## src/design/hbs_pkg.sv

```systemverilog
// Behaviour
// - high strap on host frequency line at reset selects 100 MHz host
// - queue depth strap unstrapped gives maximum in-order queue of 8
// - high idle select strap chooses low-latency idle clock state
// - graphics port enabled unless board straps disable line high
// - unstrapped module config line selects standard module configuration
// - high buffer mode strap selects mobile host bus buffers
// - arbitrate pci bus among five masters, one request/grant pair each
// - agents pull shared clock-run line; device honours by keeping clock
// - config cycles by mechanism one, idsel from ad lines 31 to 11
// - device is number zero, never asserts ad11 as idsel
// - ad12 kept for graphics bus; first external idsel is ad13
// - with gating enabled, stop internal clock when no cpu/pci activity
// - one sdram control set, six banks, one clock enable per bank
// - no eight banks, 256-Mb parts, second address set, edo, 66 MHz
package hbs_pkg;
  localparam int NUM_MASTERS = 5;
  localparam int NUM_BANKS = 6;
  localparam int IOQ_MAX = 8;
  localparam int IOQ_MIN = 1;
  localparam logic [4:0] IDSEL_FIRST_DEV = 5'h0d;
  localparam logic [4:0] IDSEL_LAST_DEV = 5'h1f;
  localparam logic [4:0] IDSEL_GFX_DEV = 5'h0c;
  localparam logic [4:0] IDSEL_SELF_DEV = 5'h0b;
  localparam logic [4:0] IDSEL_SB_REC_DEV = 5'h12;
  // idle cycles before the internal clock is gated
  localparam int IDLE_NS = 200;
  localparam int CLK_NS = 40;
  localparam int IDLE_CYC = (IDLE_NS + CLK_NS - 1) / CLK_NS;
  localparam logic [3:0] IDLE_CYC_W = 4'(IDLE_CYC);
  localparam logic [3:0] IDLE_RST = 4'h0;

  typedef struct packed {
    logic freq_100;
    logic [3:0] ioq_depth;
    logic quick_idle;
    logic gfx_en;
    logic std_module;
    logic mobile_buf;
  } hbs_cfg_t;

  localparam hbs_cfg_t CFG_RST = '{1'b1, 4'h8, 1'b1, 1'b1, 1'b1, 1'b1};

  typedef struct packed {
    logic host_freq_select_strap;
    logic queue_depth_strap;
    logic idle_state_select_strap;
    logic graphics_port_disable_strap;
    logic module_config_strap;
    logic host_buffer_mode_strap;
  } hbs_strap_t;
endpackage

```

## src/design/hbs_bridge.sv

```systemverilog
`timescale 1ns/1ps
module hbs_bridge
(
  // clock, reset, enable
  input wire logic sys_clk,
  input wire logic rst_b,
  input wire logic clk_en,
  // reset straps, levels of the memory address lines
  input wire hbs_pkg::hbs_strap_t straps,
  output hbs_pkg::hbs_cfg_t cfg,
  // pci arbitration, active low
  input wire logic [4:0] pci_req_b,
  output logic [4:0] pci_gnt_b,
  input wire logic pci_frame_b,
  input wire logic pci_irdy_b,
  // clock-run open drain
  input wire logic clkrun_b_in,
  output logic clkrun_b_out,
  output logic clkrun_b_oe,
  output logic pci_clk_run,
  // configuration cycle request, mechanism one
  input wire logic cfg_req,
  input wire logic [4:0] cfg_dev,
  output logic cfg_ack,
  output logic cfg_err,
  output logic [31:0] cfg_idsel,
  // clock gating
  input wire logic gclk_en,
  input wire logic cpu_active,
  output logic core_clk_gate,
  // sdram bank clock enables
  input wire logic [5:0] bank_active,
  output logic [5:0] sdram_cke
);
  logic started;
  logic [2:0] last_gnt;
  logic [3:0] pick;
  logic [2:0] next_owner;
  logic next_valid;
  logic bus_busy;
  logic [3:0] idle_cnt;

  // find next requester after the last owner
  function automatic logic [3:0] rr_pick(input logic [4:0] req,
                                         input logic [2:0] last);
    logic [3:0] res;
    logic [2:0] idx;
    res = 4'h0;
    for (int i = 1; i <= 5; i++)
    begin
      idx = 3'((int'(last) + i) % 5);
      if (req[idx] && !res[3])
        res = {1'b1, idx};
    end
    return res;
  endfunction

  // capture straps once after reset release
  always_ff @(posedge sys_clk)
  begin
    if (!rst_b)
    begin
      started <= 1'b0;
      cfg <= hbs_pkg::CFG_RST;
    end
    else if (clk_en && !started)
    begin
      started <= 1'b1;
      cfg.freq_100 <= straps.host_freq_select_strap;
      cfg.ioq_depth <= straps.queue_depth_strap ?
        4'(hbs_pkg::IOQ_MIN) : 4'(hbs_pkg::IOQ_MAX);
      cfg.quick_idle <= straps.idle_state_select_strap;
      cfg.gfx_en <= !straps.graphics_port_disable_strap;
      cfg.std_module <= !straps.module_config_strap;
      cfg.mobile_buf <= straps.host_buffer_mode_strap;
    end
  end

  // round-robin winner among requesters
  always_comb
  begin
    pick = rr_pick(~pci_req_b, last_gnt);
    next_owner = pick[2:0];
    next_valid = pick[3];
  end

  assign bus_busy = !pci_frame_b || !pci_irdy_b;

  // grant one master at a time, re-arbitrate while bus idle
  always_ff @(posedge sys_clk)
  begin
    if (!rst_b)
    begin
      pci_gnt_b <= 5'h1f;
      last_gnt <= 3'h4;
    end
    else if (clk_en && !bus_busy)
    begin
      if (next_valid)
      begin
        pci_gnt_b <= ~(5'h01 << next_owner);
        last_gnt <= next_owner;
      end
      else
        pci_gnt_b <= 5'h1f;
    end
  end

  // keep pci clock running while any agent pulls clock-run
  always_ff @(posedge sys_clk)
  begin
    if (!rst_b)
      pci_clk_run <= 1'b1;
    else if (clk_en)
      pci_clk_run <= !clkrun_b_in || bus_busy || (pci_req_b != 5'h1f);
  end
  assign clkrun_b_out = 1'b0;
  assign clkrun_b_oe = 1'b0;

  // config cycle idsel decode
  always_ff @(posedge sys_clk)
  begin
    if (!rst_b)
    begin
      cfg_ack <= 1'b0;
      cfg_err <= 1'b0;
      cfg_idsel <= 32'h0;
    end
    else if (clk_en)
    begin
      cfg_ack <= cfg_req;
      cfg_err <= 1'b0;
      cfg_idsel <= 32'h0;
      if (cfg_req)
      begin
        if (cfg_dev < hbs_pkg::IDSEL_FIRST_DEV)
          cfg_err <= 1'b1;
        else
          cfg_idsel <= 32'h1 << cfg_dev;
      end
    end
  end

  // idle counter for internal clock gating
  always_ff @(posedge sys_clk)
  begin
    if (!rst_b)
      idle_cnt <= hbs_pkg::IDLE_RST;
    else if (clk_en)
    begin
      if (cpu_active || bus_busy || !gclk_en)
        idle_cnt <= hbs_pkg::IDLE_RST;
      else if (idle_cnt != hbs_pkg::IDLE_CYC_W)
        idle_cnt <= idle_cnt + 4'h1;
    end
  end
  // wake at once on activity
  assign core_clk_gate = gclk_en && !cpu_active && !bus_busy
    && idle_cnt == hbs_pkg::IDLE_CYC_W;

  // one clock enable per bank, shared control set
  always_ff @(posedge sys_clk)
  begin
    if (!rst_b)
      sdram_cke <= 6'h00;
    else if (clk_en)
      sdram_cke <= bank_active;
  end
endmodule

```

## config.mk

```make
export PLATFORM = sky130hd
export DESIGN_NAME = hbs_bridge
export DESIGN_NICKNAME = d
export VERILOG_FILES = /design/src/design/hbs_pkg.sv /design/src/design/hbs_bridge.sv
export SDC_FILE = /design/constraint.sdc
export NUM_CORES = 1
export LEC_CHECK = 0
export BUFFER_PORTS_ARGS = -buffer_cell sky130_fd_sc_hd__clkbuf_2
export CAP_MARGIN = 10
export CORE_MARGIN = 2
export CORE_UTILIZATION = 25
export CTS_CLUSTER_DIAMETER = 50
export DETAILED_ROUTE_END_ITERATION = 10
export PLACE_DENSITY = 0.52
export SYNTH_ARGS = -nofsm -noshare
export SYNTH_HDL_FRONTEND = slang
export SYNTH_SLANG_ARGS = --single-unit
```

## constraint.sdc

```tcl
create_clock -name sys_clk -period 5.4 [get_ports sys_clk]
set_input_delay 0.81 -clock sys_clk [delete_from_list [all_inputs] [get_ports sys_clk]]
set_output_delay 0.81 -clock sys_clk [all_outputs]
set_load 0.01 [all_outputs]
```

# Word level (Yosys, flattened, before mapping)
# Cells that the tools add are included.
[totals] register_bits=63 latchBits=0 ramBits=0 romBits=0 in_bits=31 elab_cells=92 mem_count=0
[op_classes] add_sub_neg=6 multipliers=0 n_div=5 order_cmp=6 n_eq_ne=3 shifts=2 mux=23 bitwise_logic=2 n_reduce_logical=30
[op_table] cell="modulo 32 x 4 -> 32 bit (second input constant)" n=5
[op_table] cell="2-to-1 mux 32 bit" n=2
[op_table] cell="2-to-1 mux 4 bit" n=8
[op_table] cell="left shift 1 x 5 -> 32 bit (first input constant)" n=1
[op_table] cell="less-than comparator 3 x 4 -> 1 bit (second input constant)" n=5
[op_table] cell="binary-select mux 1 bit (select 3 bit)" n=5
[op_table] cell="zero test 1 bit" n=13
[op_table] cell="NOT 5 bit" n=2
[op_table] cell="logical AND 1 bit" n=9
[op_table] cell="adder 3 x 2 -> 4 bit (second input constant)" n=2
[op_table] cell="adder 3 x 3 -> 4 bit (second input constant)" n=2
[op_table] cell="2-to-1 mux 1 bit" n=7
[op_table] cell="logical OR 1 bit" n=5
[op_table] cell="less-than comparator 5 x 4 -> 1 bit (second input constant)" n=1
[op_table] cell="2-to-1 mux 5 bit" n=1
[op_table] cell="!= test 5 bit (second input constant)" n=1
[op_table] cell="left shift 1 x 3 -> 5 bit (first input constant)" n=1
[op_table] cell="adder 3 x 1 -> 4 bit (second input constant)" n=1
[op_table] cell="adder 4 x 1 -> 4 bit (second input constant)" n=1
[op_table] cell="== test 4 x 3 -> 1 bit (second input constant)" n=1
[op_table] cell="!= test 4 x 3 -> 1 bit (second input constant)" n=1
[op_table] cell="AND reduction 2 bit" n=2
[op_table] cell="nonzero test 2 bit" n=1

# Depth between registers and ports, before layout
# Gate-level depths: netlist (run 1).
[logic_depth] depth_word=20 mapped_depth=21

# Worst setup path before layout (run 1)
# OpenSTA, ideal clock, no wires.
[synth_path] path_type="register to register" startpoint="register last_gnt[0]" endpoint="register pci_gnt_b[2]" t_arrival_ns=4.520 t_required_ns=5.268 path_slack_ns=0.748 path_stages_with_launch=19 path_buffers=1 path_cell_list="dfxtp_1 > buf_2 > clkinv_1 > ha_1 > ha_1 > nor4b_2 > or4_1 > and2_1 > ha_1 > nand2b_1 > nor3b_1 > a311o_1 > and3_1 > o211a_1 > o21a_1 > o211a_1 > o22ai_1 > nor3b_1 > o21ai_1"
[synth_via] elab_chain_len=20
[synth_lines] element="from (decl)" line="hbs_bridge.sv:36" rtl="logic [2:0] last_gnt;"
[synth_lines] element="from (signal assigned)" line="hbs_bridge.sv:102" rtl="last_gnt <= next_owner;"
[synth_lines] element="adder 3 x 1 -> 4 bit" line="hbs_bridge.sv:51" rtl="idx = 3'((int'(last) + i) % 5);"
[synth_lines] element="modulo 32 x 4 -> 32 bit" line="hbs_bridge.sv:51"
[synth_lines] element="binary-select mux 1 bit (select 3 bit)" line="hbs_bridge.sv:52" rtl="if (req[idx] && !res[3])"
[synth_lines] element="2-to-1 mux 1 bit (not written as such)" line="hbs_bridge.sv:52"
[synth_lines] element="2-to-1 mux 4 bit" line="hbs_bridge.sv:52"
[synth_lines] element="zero test 1 bit" line="hbs_bridge.sv:52"
[synth_lines] element="logical AND 1 bit" line="hbs_bridge.sv:52"
[synth_lines] element="2-to-1 mux 4 bit" line="hbs_bridge.sv:52"
[synth_lines] element="[4 not listed]"
[synth_lines] element="logical AND 1 bit" line="hbs_bridge.sv:52"
[synth_lines] element="2-to-1 mux 4 bit" line="hbs_bridge.sv:52"
[synth_lines] element="zero test 1 bit" line="hbs_bridge.sv:52"
[synth_lines] element="logical AND 1 bit" line="hbs_bridge.sv:52"
[synth_lines] element="2-to-1 mux 4 bit (*)" line="hbs_bridge.sv:52"
[synth_lines] element="left shift 1 x 3 -> 5 bit" line="hbs_bridge.sv:101" rtl="pci_gnt_b <= ~(5'h01 << next_owner);"
[synth_lines] element="NOT 5 bit" line="hbs_bridge.sv:101"
[synth_lines] element="2-to-1 mux 5 bit (*)" line="hbs_bridge.sv:99" rtl="if (next_valid)"
[synth_lines] element="to (signal assigned)" line="hbs_bridge.sv:101"
[synth_lines] element="to (decl)" line="hbs_bridge.sv:13" rtl="output logic [4:0] pci_gnt_b,"
# Mark *: on every way between the ends. The rest lies on a longest branch, timed or not. The select of a mux whose other input is x is not followed.
# A chain may end at the register's enable or synchronous reset.

# Final worst setup path (run 1)
[layout_path] startpoint="register last_gnt[2]" endpoint="register pci_gnt_b[2]"
# Same word-level chain as after synthesis.

==> run_results.csv, run 1 <==
group,metric,value,unit
status,outcome,"finished, final reports clean",
worst_setup_path,end_kind,"flip-flop",
finish,antenna_cells,0,
worst_hold_path,min_path_type,"flip-flop to flip-flop",
clock_network,cts_made_buffers,9,
sta,holdWs,448.2,ps
detailed_routing,drt-total-wl,11350,µm
detailed_routing,drt-wirelength-per-cell,14.49,µm
floorplanning,pin_count,89,
synthesis,synth_area_per_cell,8.503,µm²
worst_setup_path,critPathLaunch,"last_gnt[2]",
finish,area_growth,23.57,%
global_route,grt_max_degree,37,
clock_network,cts_root_buffer,"clkbuf_16",
floorplanning,fp-row-count,46,
synthesis,yosysTopAreaCellShare,29.61,%
finish,nets,621,
global_route,first_global_vias,3759,
sta,fin_setup_tns,0,ps
detailed_routing,drt_iter0_markers,191,
power,ir_worst_vdd,0.0002505,V
floorplanning,core_area,16000,µm²
placed_design,dpl_cell_area,4751,µm²
clock_network,clk_latency,330,ps
sta,slew_headroom,25.20,%
global_route,grt_usage,12.77,%
synthesis,netlist_area,4124,µm²
finish,instances_no_fill,783,
floorplanning,die_x,132.4,µm
power,p_leak,2.174,nW
worst_setup_path,crit_path_start_kind,"flip-flop",
synthesis,synthTopCellsByArea,"dfxtp_1, ha_1, mux2i_1, nand2_1, nor2b_1",
finish,final_util,31.85,%
finish,multi_input_area,2713,µm²
synthesis,ys_warn_count,0,
clock_network,cts_tree,"done",
placed_design,gp_congestion,0.8546,
sta,max_freq,199.4,MHz
finish,nFillCells,1717,
synthesis,synth_async_sr_flop_share,0,%
sta,fin_crit_sh,92.89,%
worst_setup_path,reg2reg_depth,16,
synthesis,yosysMostFrequentCell,"dfxtp_1",
synthesis,ys_types,76,
detailed_routing,drtPass1Iterations,4,
finish,layout-drive-gt1-share,24.87,%
clock_network,htree_num_levels,3,
worst_setup_path,rr_startpoint,"last_gnt[2]",
detailed_routing,vias,3825,
sta,clock-skew-final,4.250,ps
synthesis,synth-main-ff-cell,"dfxtp_1",
worst_setup_path,path_class,"flip-flop to flip-flop",
clock_network,cts.clk_slew.worst_paths,50,ps
sta,rsz0062_at_grt,"no",
clock_network,ctsHoldBuffers,0,
synthesis,synth_largest_area_cell,"dfxtp_1",
finish,ff_latch_area,1222,µm²
sta,finalSetupViolCount,0,
global_route,antenna_found_initial,0,
sta,period_minus_slack,5016,ps
global_route,grt_remaining_overflow,0,
global_route,grt_pass1_wl,18660,µm
sta,hold_violations,0,
worst_setup_path,setup.worst_path.end,"pci_gnt_b[2]",
detailed_routing,ant_nets,0,
worst_setup_path,arrival,5190,ps
floorplanning,initial_core_util,25.77,%
clock_network,cts.sinks,61,
worst_setup_path,required,5580,ps
synthesis,syn-instance-count,485,
power,powerDensity,598.1,nW/µm²
run,drv_cap,0,
finish,fin_area,5096,µm²
worst_setup_path,r2r-end,"pci_gnt_b[2]",
worst_setup_path,crit_fanout,17,
detailed_routing,viasPerCell,4.885,
sta,slew_viol_final,0,
placed_design,dp.cells,767,
worst_setup_path,ff2ff_setup_slack,380,ps
placed_design,post-dp-hpwl,8626,µm
floorplanning,die_y,132.4,µm
floorplanning,floorplan.die_area,17540,µm²
placed_design,port_buffers,84,
synthesis,synth_seq_area_share,29.61,%
synthesis,synth-edff-count,0,
synthesis,synth-seq-cells,61,
sta,tightest_slew,1117,ps
detailed_routing,drcViolationCount,0,
clock_network,cts_buffer_depth,2,
synthesis,synth_common_cells,"dfxtp_1, nand2_1, ha_1",
## worst min path at each step
stage / end / start / slack (ps) / depth (start not counted)
global route: cfg_idsel[12] / cfg_idsel[12] / 470 / 1
global placement: pci_clk_run / pci_clk_run / 440 / 2
finish: pci_clk_run / pci_clk_run / 450 / 2
CTS: pci_clk_run / pci_clk_run / 460 / 2
detailed placement: cfg_idsel[3] / cfg_idsel[3] / 450 / 1
floorplan: started / started / 440 / 1
## logic make-up (layout without fill, tap and decap cells)
logic type / after synthesis / in the layout / share of synthesized area [%]
simple gates: 173 / 173 / 23.27
compound gates: 132 / 132 / 23.64
flops: 61 / 61 / 29.61
buf+inv: 54 / 133 / 5.431
fa+ha+maj: 28 / 28 / 8.495
mux: 28 / 28 / 7.585
xor+xnor: 8 / 8 / 1.881
other cells: 1 / 4 / 0.09093
## per-stage QoR
stage / setup WS [ps] / power (mW)
global placement: 517.1 / 2.356
finish: 383.9 / 3.048
CTS: 274.7 / 3.026
global route: 12.79 / 3.297
detailed placement: 304.1 / 2.395
floorplan: 748.0 / 1.998
## flip-flops by register name, summed over array words and instances, names as in the netlist, 3 cells and up
register,cells
idle_cnt,4
sdram_cke,6
pci_gnt_b,5
cfg_idsel,32
cfg,7
last_gnt,3
## where the power goes
part	internal [mW]	total, mW	switching (mW)	leakage (nW)
clock	0.406	0.618	0.212	0.156
sequential	0.478	0.511	0.0330	0.496
combinational	0.823	1.92	1.10	1.52
total	1.71	3.05	1.34	2.17
## critical path: stages, from the launching register on
cell and delay [ps]:
dfxtp_1 850, xor2_2 390, ha_1 360, nor4b_4 100
or4_1 500, and2_1 230, ha_1 200, nand2b_1 180
nor3b_1 180, a311o_1 380, and3_1 200, o211a_1 240
o21a_1 200, o211a_1 230, o22ai_1 300, nor3b_1 240
o21ai_1 80
## placed cells by master (no fill, tap or decap), drive strengths merged, types with 4 or more instances in the layout
cell / instances
buf: 6
inv: 27
nor2: 21
ha: 28
conb: 4
a31oi: 4
o211ai: 10
a211o: 6
xnor2: 7
nand2b: 12
a21boi: 4
nand4: 6
clkinv: 4
nand3: 12
a22o: 5
mux2i: 20
nand2: 43
o21a: 7
nor3: 7
and2: 19
and3: 4
o21ai: 27
dfxtp: 61
or2: 6
o22ai: 6
clkbuf: 93
nor2b: 20
nor3b: 7
a21oi: 23
mux2: 6
a211oi: 5
## metal layers
layer	GRT usage [%]	wire, µm	vias up
met5	0	0	-
met4	3.226	123	0
met3	3.333	599	12
met2	20.98	5159	107
met1	16.68	5466	1789
li1	-	-	1917
## cell type report
type	instances	share of cell area, %
Tap cell	216	5.303
Sequential cell	61	23.99
Timing Repair Buffer	90	9.133
Multi-Input combinational cell	373	53.23
Clock buffer	9	4.419
Clock inverter	7	1.940
Inverter	27	1.989
## what timing repair did
| item | in CTS | in global routing |
|---|---|---|
| buffers inserted | 0 | 0 |
| gates resized for setup | 0 | 4 |
| endpoints found under the setup margin | 0 | 3 |
(Power assumes the default switching activity.)
==> run 2, diff against run 1 <==
--- a/config.mk
+++ b/config.mk
@@ -7,11 +7,13 @@
 export LEC_CHECK = 0
 export BUFFER_PORTS_ARGS = -buffer_cell sky130_fd_sc_hd__clkbuf_2
 export CAP_MARGIN = 10
+export CELL_PAD_IN_SITES_DETAIL_PLACEMENT = 0
+export CELL_PAD_IN_SITES_GLOBAL_PLACEMENT = 2
 export CORE_MARGIN = 2
 export CORE_UTILIZATION = 25
 export CTS_CLUSTER_DIAMETER = 50
 export DETAILED_ROUTE_END_ITERATION = 10
-export PLACE_DENSITY = 0.52
+export PLACE_DENSITY = 0.74
 export SYNTH_ARGS = -nofsm -noshare
 export SYNTH_HDL_FRONTEND = slang
 export SYNTH_SLANG_ARGS = --single-unit
==> run_results.csv, run 2 (synthesized netlist as in run 1, its figures left out) <==
group,metric,value,unit
worst_setup_path,r2r-end,"pci_gnt_b[2]",
detailed_routing,drt_iter0_markers,197,
placed_design,post-dp-hpwl,8745,µm
finish,antenna_cells,0,
worst_setup_path,rr_startpoint,"last_gnt[1]",
clock_network,cts.clk_slew.worst_paths,50,ps
sta,rsz0062_at_grt,"no",
placed_design,gp_congestion,0.8168,
clock_network,clk_latency,330,ps
sta,fin_setup_tns,0,ps
clock_network,ctsHoldBuffers,0,
power,p_leak,2.171,nW
worst_setup_path,ff2ff_setup_slack,490,ps
detailed_routing,highest_layer,"met4",
detailed_routing,viasPerCell,4.879,
sta,period_minus_slack,4905,ps
finish,nets,624,
run,drv_cap,0,
detailed_routing,vias,3835,
worst_setup_path,crit_cells,17,
worst_setup_path,path_class,"flip-flop to flip-flop",
detailed_routing,drt-met1-wl,5742,µm
finish,final_cell_mix,"clkbuf_2, dfxtp_1, nand2_1",
global_route,grt_max_degree,37,
sta,holdWs,443.0,ps
finish,layout_commonest_cell,"clkbuf_2",
sta,max_freq,203.9,MHz
floorplanning,floorplan.die_area,17540,µm²
floorplanning,initial_core_util,25.77,%
finish,layout-drive-gt1-share,24.91,%
sta,slew_viol_final,0,
floorplanning,pin_count,89,
worst_setup_path,crit_fanout,12,
floorplanning,fp-row-count,46,
detailed_routing,drt-wirelength-per-cell,14.82,µm
clock_network,cts_tree,"done",
worst_setup_path,crit_path_max_incr_delay,510,ps
status,outcome,"finished, final reports clean",
worst_setup_path,crit_family,"simple AND/OR/NAND/NOR gates",
placed_design,pre_cts_ws,407.4,ps
detailed_routing,route.met3.wl,573,µm
worst_setup_path,crit_path_start_kind,"flip-flop",
sta,worst_slack,494.8,ps
worst_setup_path,path_common_cell,"ha_1",
power,ir_worst_vdd,0.0002814,V
power,powerDensity,595.2,nW/µm²
sta,clock-skew-final,4.475,ps
clock_network,cts.sinks,61,
clock_network,htree_num_levels,3,
finish,largest_register_ffs,32,
placed_design,port_buffers,84,
worst_hold_path,min_path_type,"flip-flop to flip-flop",
sta,finalSetupViolCount,0,
finish,top_regs,"cfg_idsel (32), cfg (7), sdram_cke (6)",
worst_setup_path,crit_buf_inv,1,
worst_setup_path,cp_slowest_cell,"ha_1",
global_route,first_global_vias,3567,
floorplanning,die_x,132.4,µm
worst_setup_path,setup.worst_path.end,"pci_gnt_b[2]",
worst_setup_path,required,5570,ps
detailed_routing,wl_met2,5206,µm
worst_hold_path,hp-start,"pci_clk_run",
worst_setup_path,end_kind,"flip-flop",
detailed_routing,drt-total-wl,11650,µm
sta,fin_crit_sh,90.84,%
global_route,antenna_found_initial,0,
detailed_routing,drcViolationCount,0,
clock_network,cts_root_buffer,"clkbuf_16",
worst_hold_path,holdPathStages,2,
finish,regMostFlops,"cfg_idsel",
sta,hold_violations,0,
worst_setup_path,arrival,5080,ps
worst_setup_path,critPathLaunch,"last_gnt[1]",
worst_setup_path,reg2reg_depth,17,
global_route,grt_usage,13.07,%
clock_network,cts_setup_buffers,0,
sta,tightest_slew,1104,ps
detailed_routing,drtPass1Iterations,4,
detailed_routing,ant_nets,0,
clock_network,cts_buffer_depth,2,
global_route,grt_remaining_overflow,0,
clock_network,cts_made_buffers,9,
worst_setup_path,crit_chain,"inv_1, ha_1, ha_1, nor4b_4, or4_1, and2_1, ha_1, nand2b_1, nor3b_1, a311oi_2, o211ai_1, a221oi_2, o21a_1, nand2b_1, o22ai_1, nor3b_1, o21ai_1",
floorplanning,core_area,16000,µm²
global_route,grt_pass1_wl,18600,µm
clock_network,cts_resized,0,
finish,area_growth,23.36,%
sta,slew_headroom,26.10,%
floorplanning,die_y,132.4,µm
[run 2: changes by cell type in the layout (fill, tap and decap cells not counted)]
cell | before | now
buf_4 | 6 | 9
clkbuf_1 | 0 | 2
bufinv_16 | 2 | 1
clkinv_4 | 2 | 1
[run 2: metrics by stage]
step	util, %	cells	area, µm²	power, mW
final	31.80	786	5087	3.028
after global routing	31.80	786	5087	3.251
after CTS	31.66	786	5066	3.019
after detailed placement	29.83	770	4773	2.437
after global placement	29.83	770	4773	2.423
after floorplan	-	488	4135	1.998
[run 2: power breakdown]
group	switching, mW	internal (mW)
combinational	1.12	0.833
clock	0.204	0.359
sequential	0.0307	0.478
[run 2: cell type report]
| type | count | area (µm²) |
|---|---|---|
| Timing Repair Buffer | 93 | 488.0 |
| Clock inverter | 5 | 60.06 |
| Multi-Input combinational cell | 373 | 2713 |
| Fill cell | 1720 | 10910 |
| Sequential cell | 61 | 1222 |
| Clock buffer | 11 | 232.7 |
| Tap cell | 216 | 270.3 |
| Inverter | 27 | 101.3 |
[run 2: how the worst min path moves through the flow]
stage	end	slack, ps
global placement	pci_clk_run	440
detailed placement	pci_clk_run	440
CTS	pci_clk_run	450
floorplan	started	440
finish	pci_clk_run	440
global route	cfg_idsel[0]	470
[run 2: worst register-to-register path, delay by kind of cell (launching register included)]
| family | cells | cell delay, ps |
|---|---|---|
| buffers and inverters | 1 | 200 |
| DFF | 1 | 470 |
| AOI/OAI and AO/OA | 6 | 1500 |
| adders and majority gates | 3 | 1080 |
| and+or+nand+nor | 7 | 1510 |
[run 2: metal layers]
metal  vias up  global-route usage [%]
li1       1922                       -
met1      1802                   18.10
met2       102                   20.29
met3         9                   2.720
met4         0                   4.182
met5         -                       0
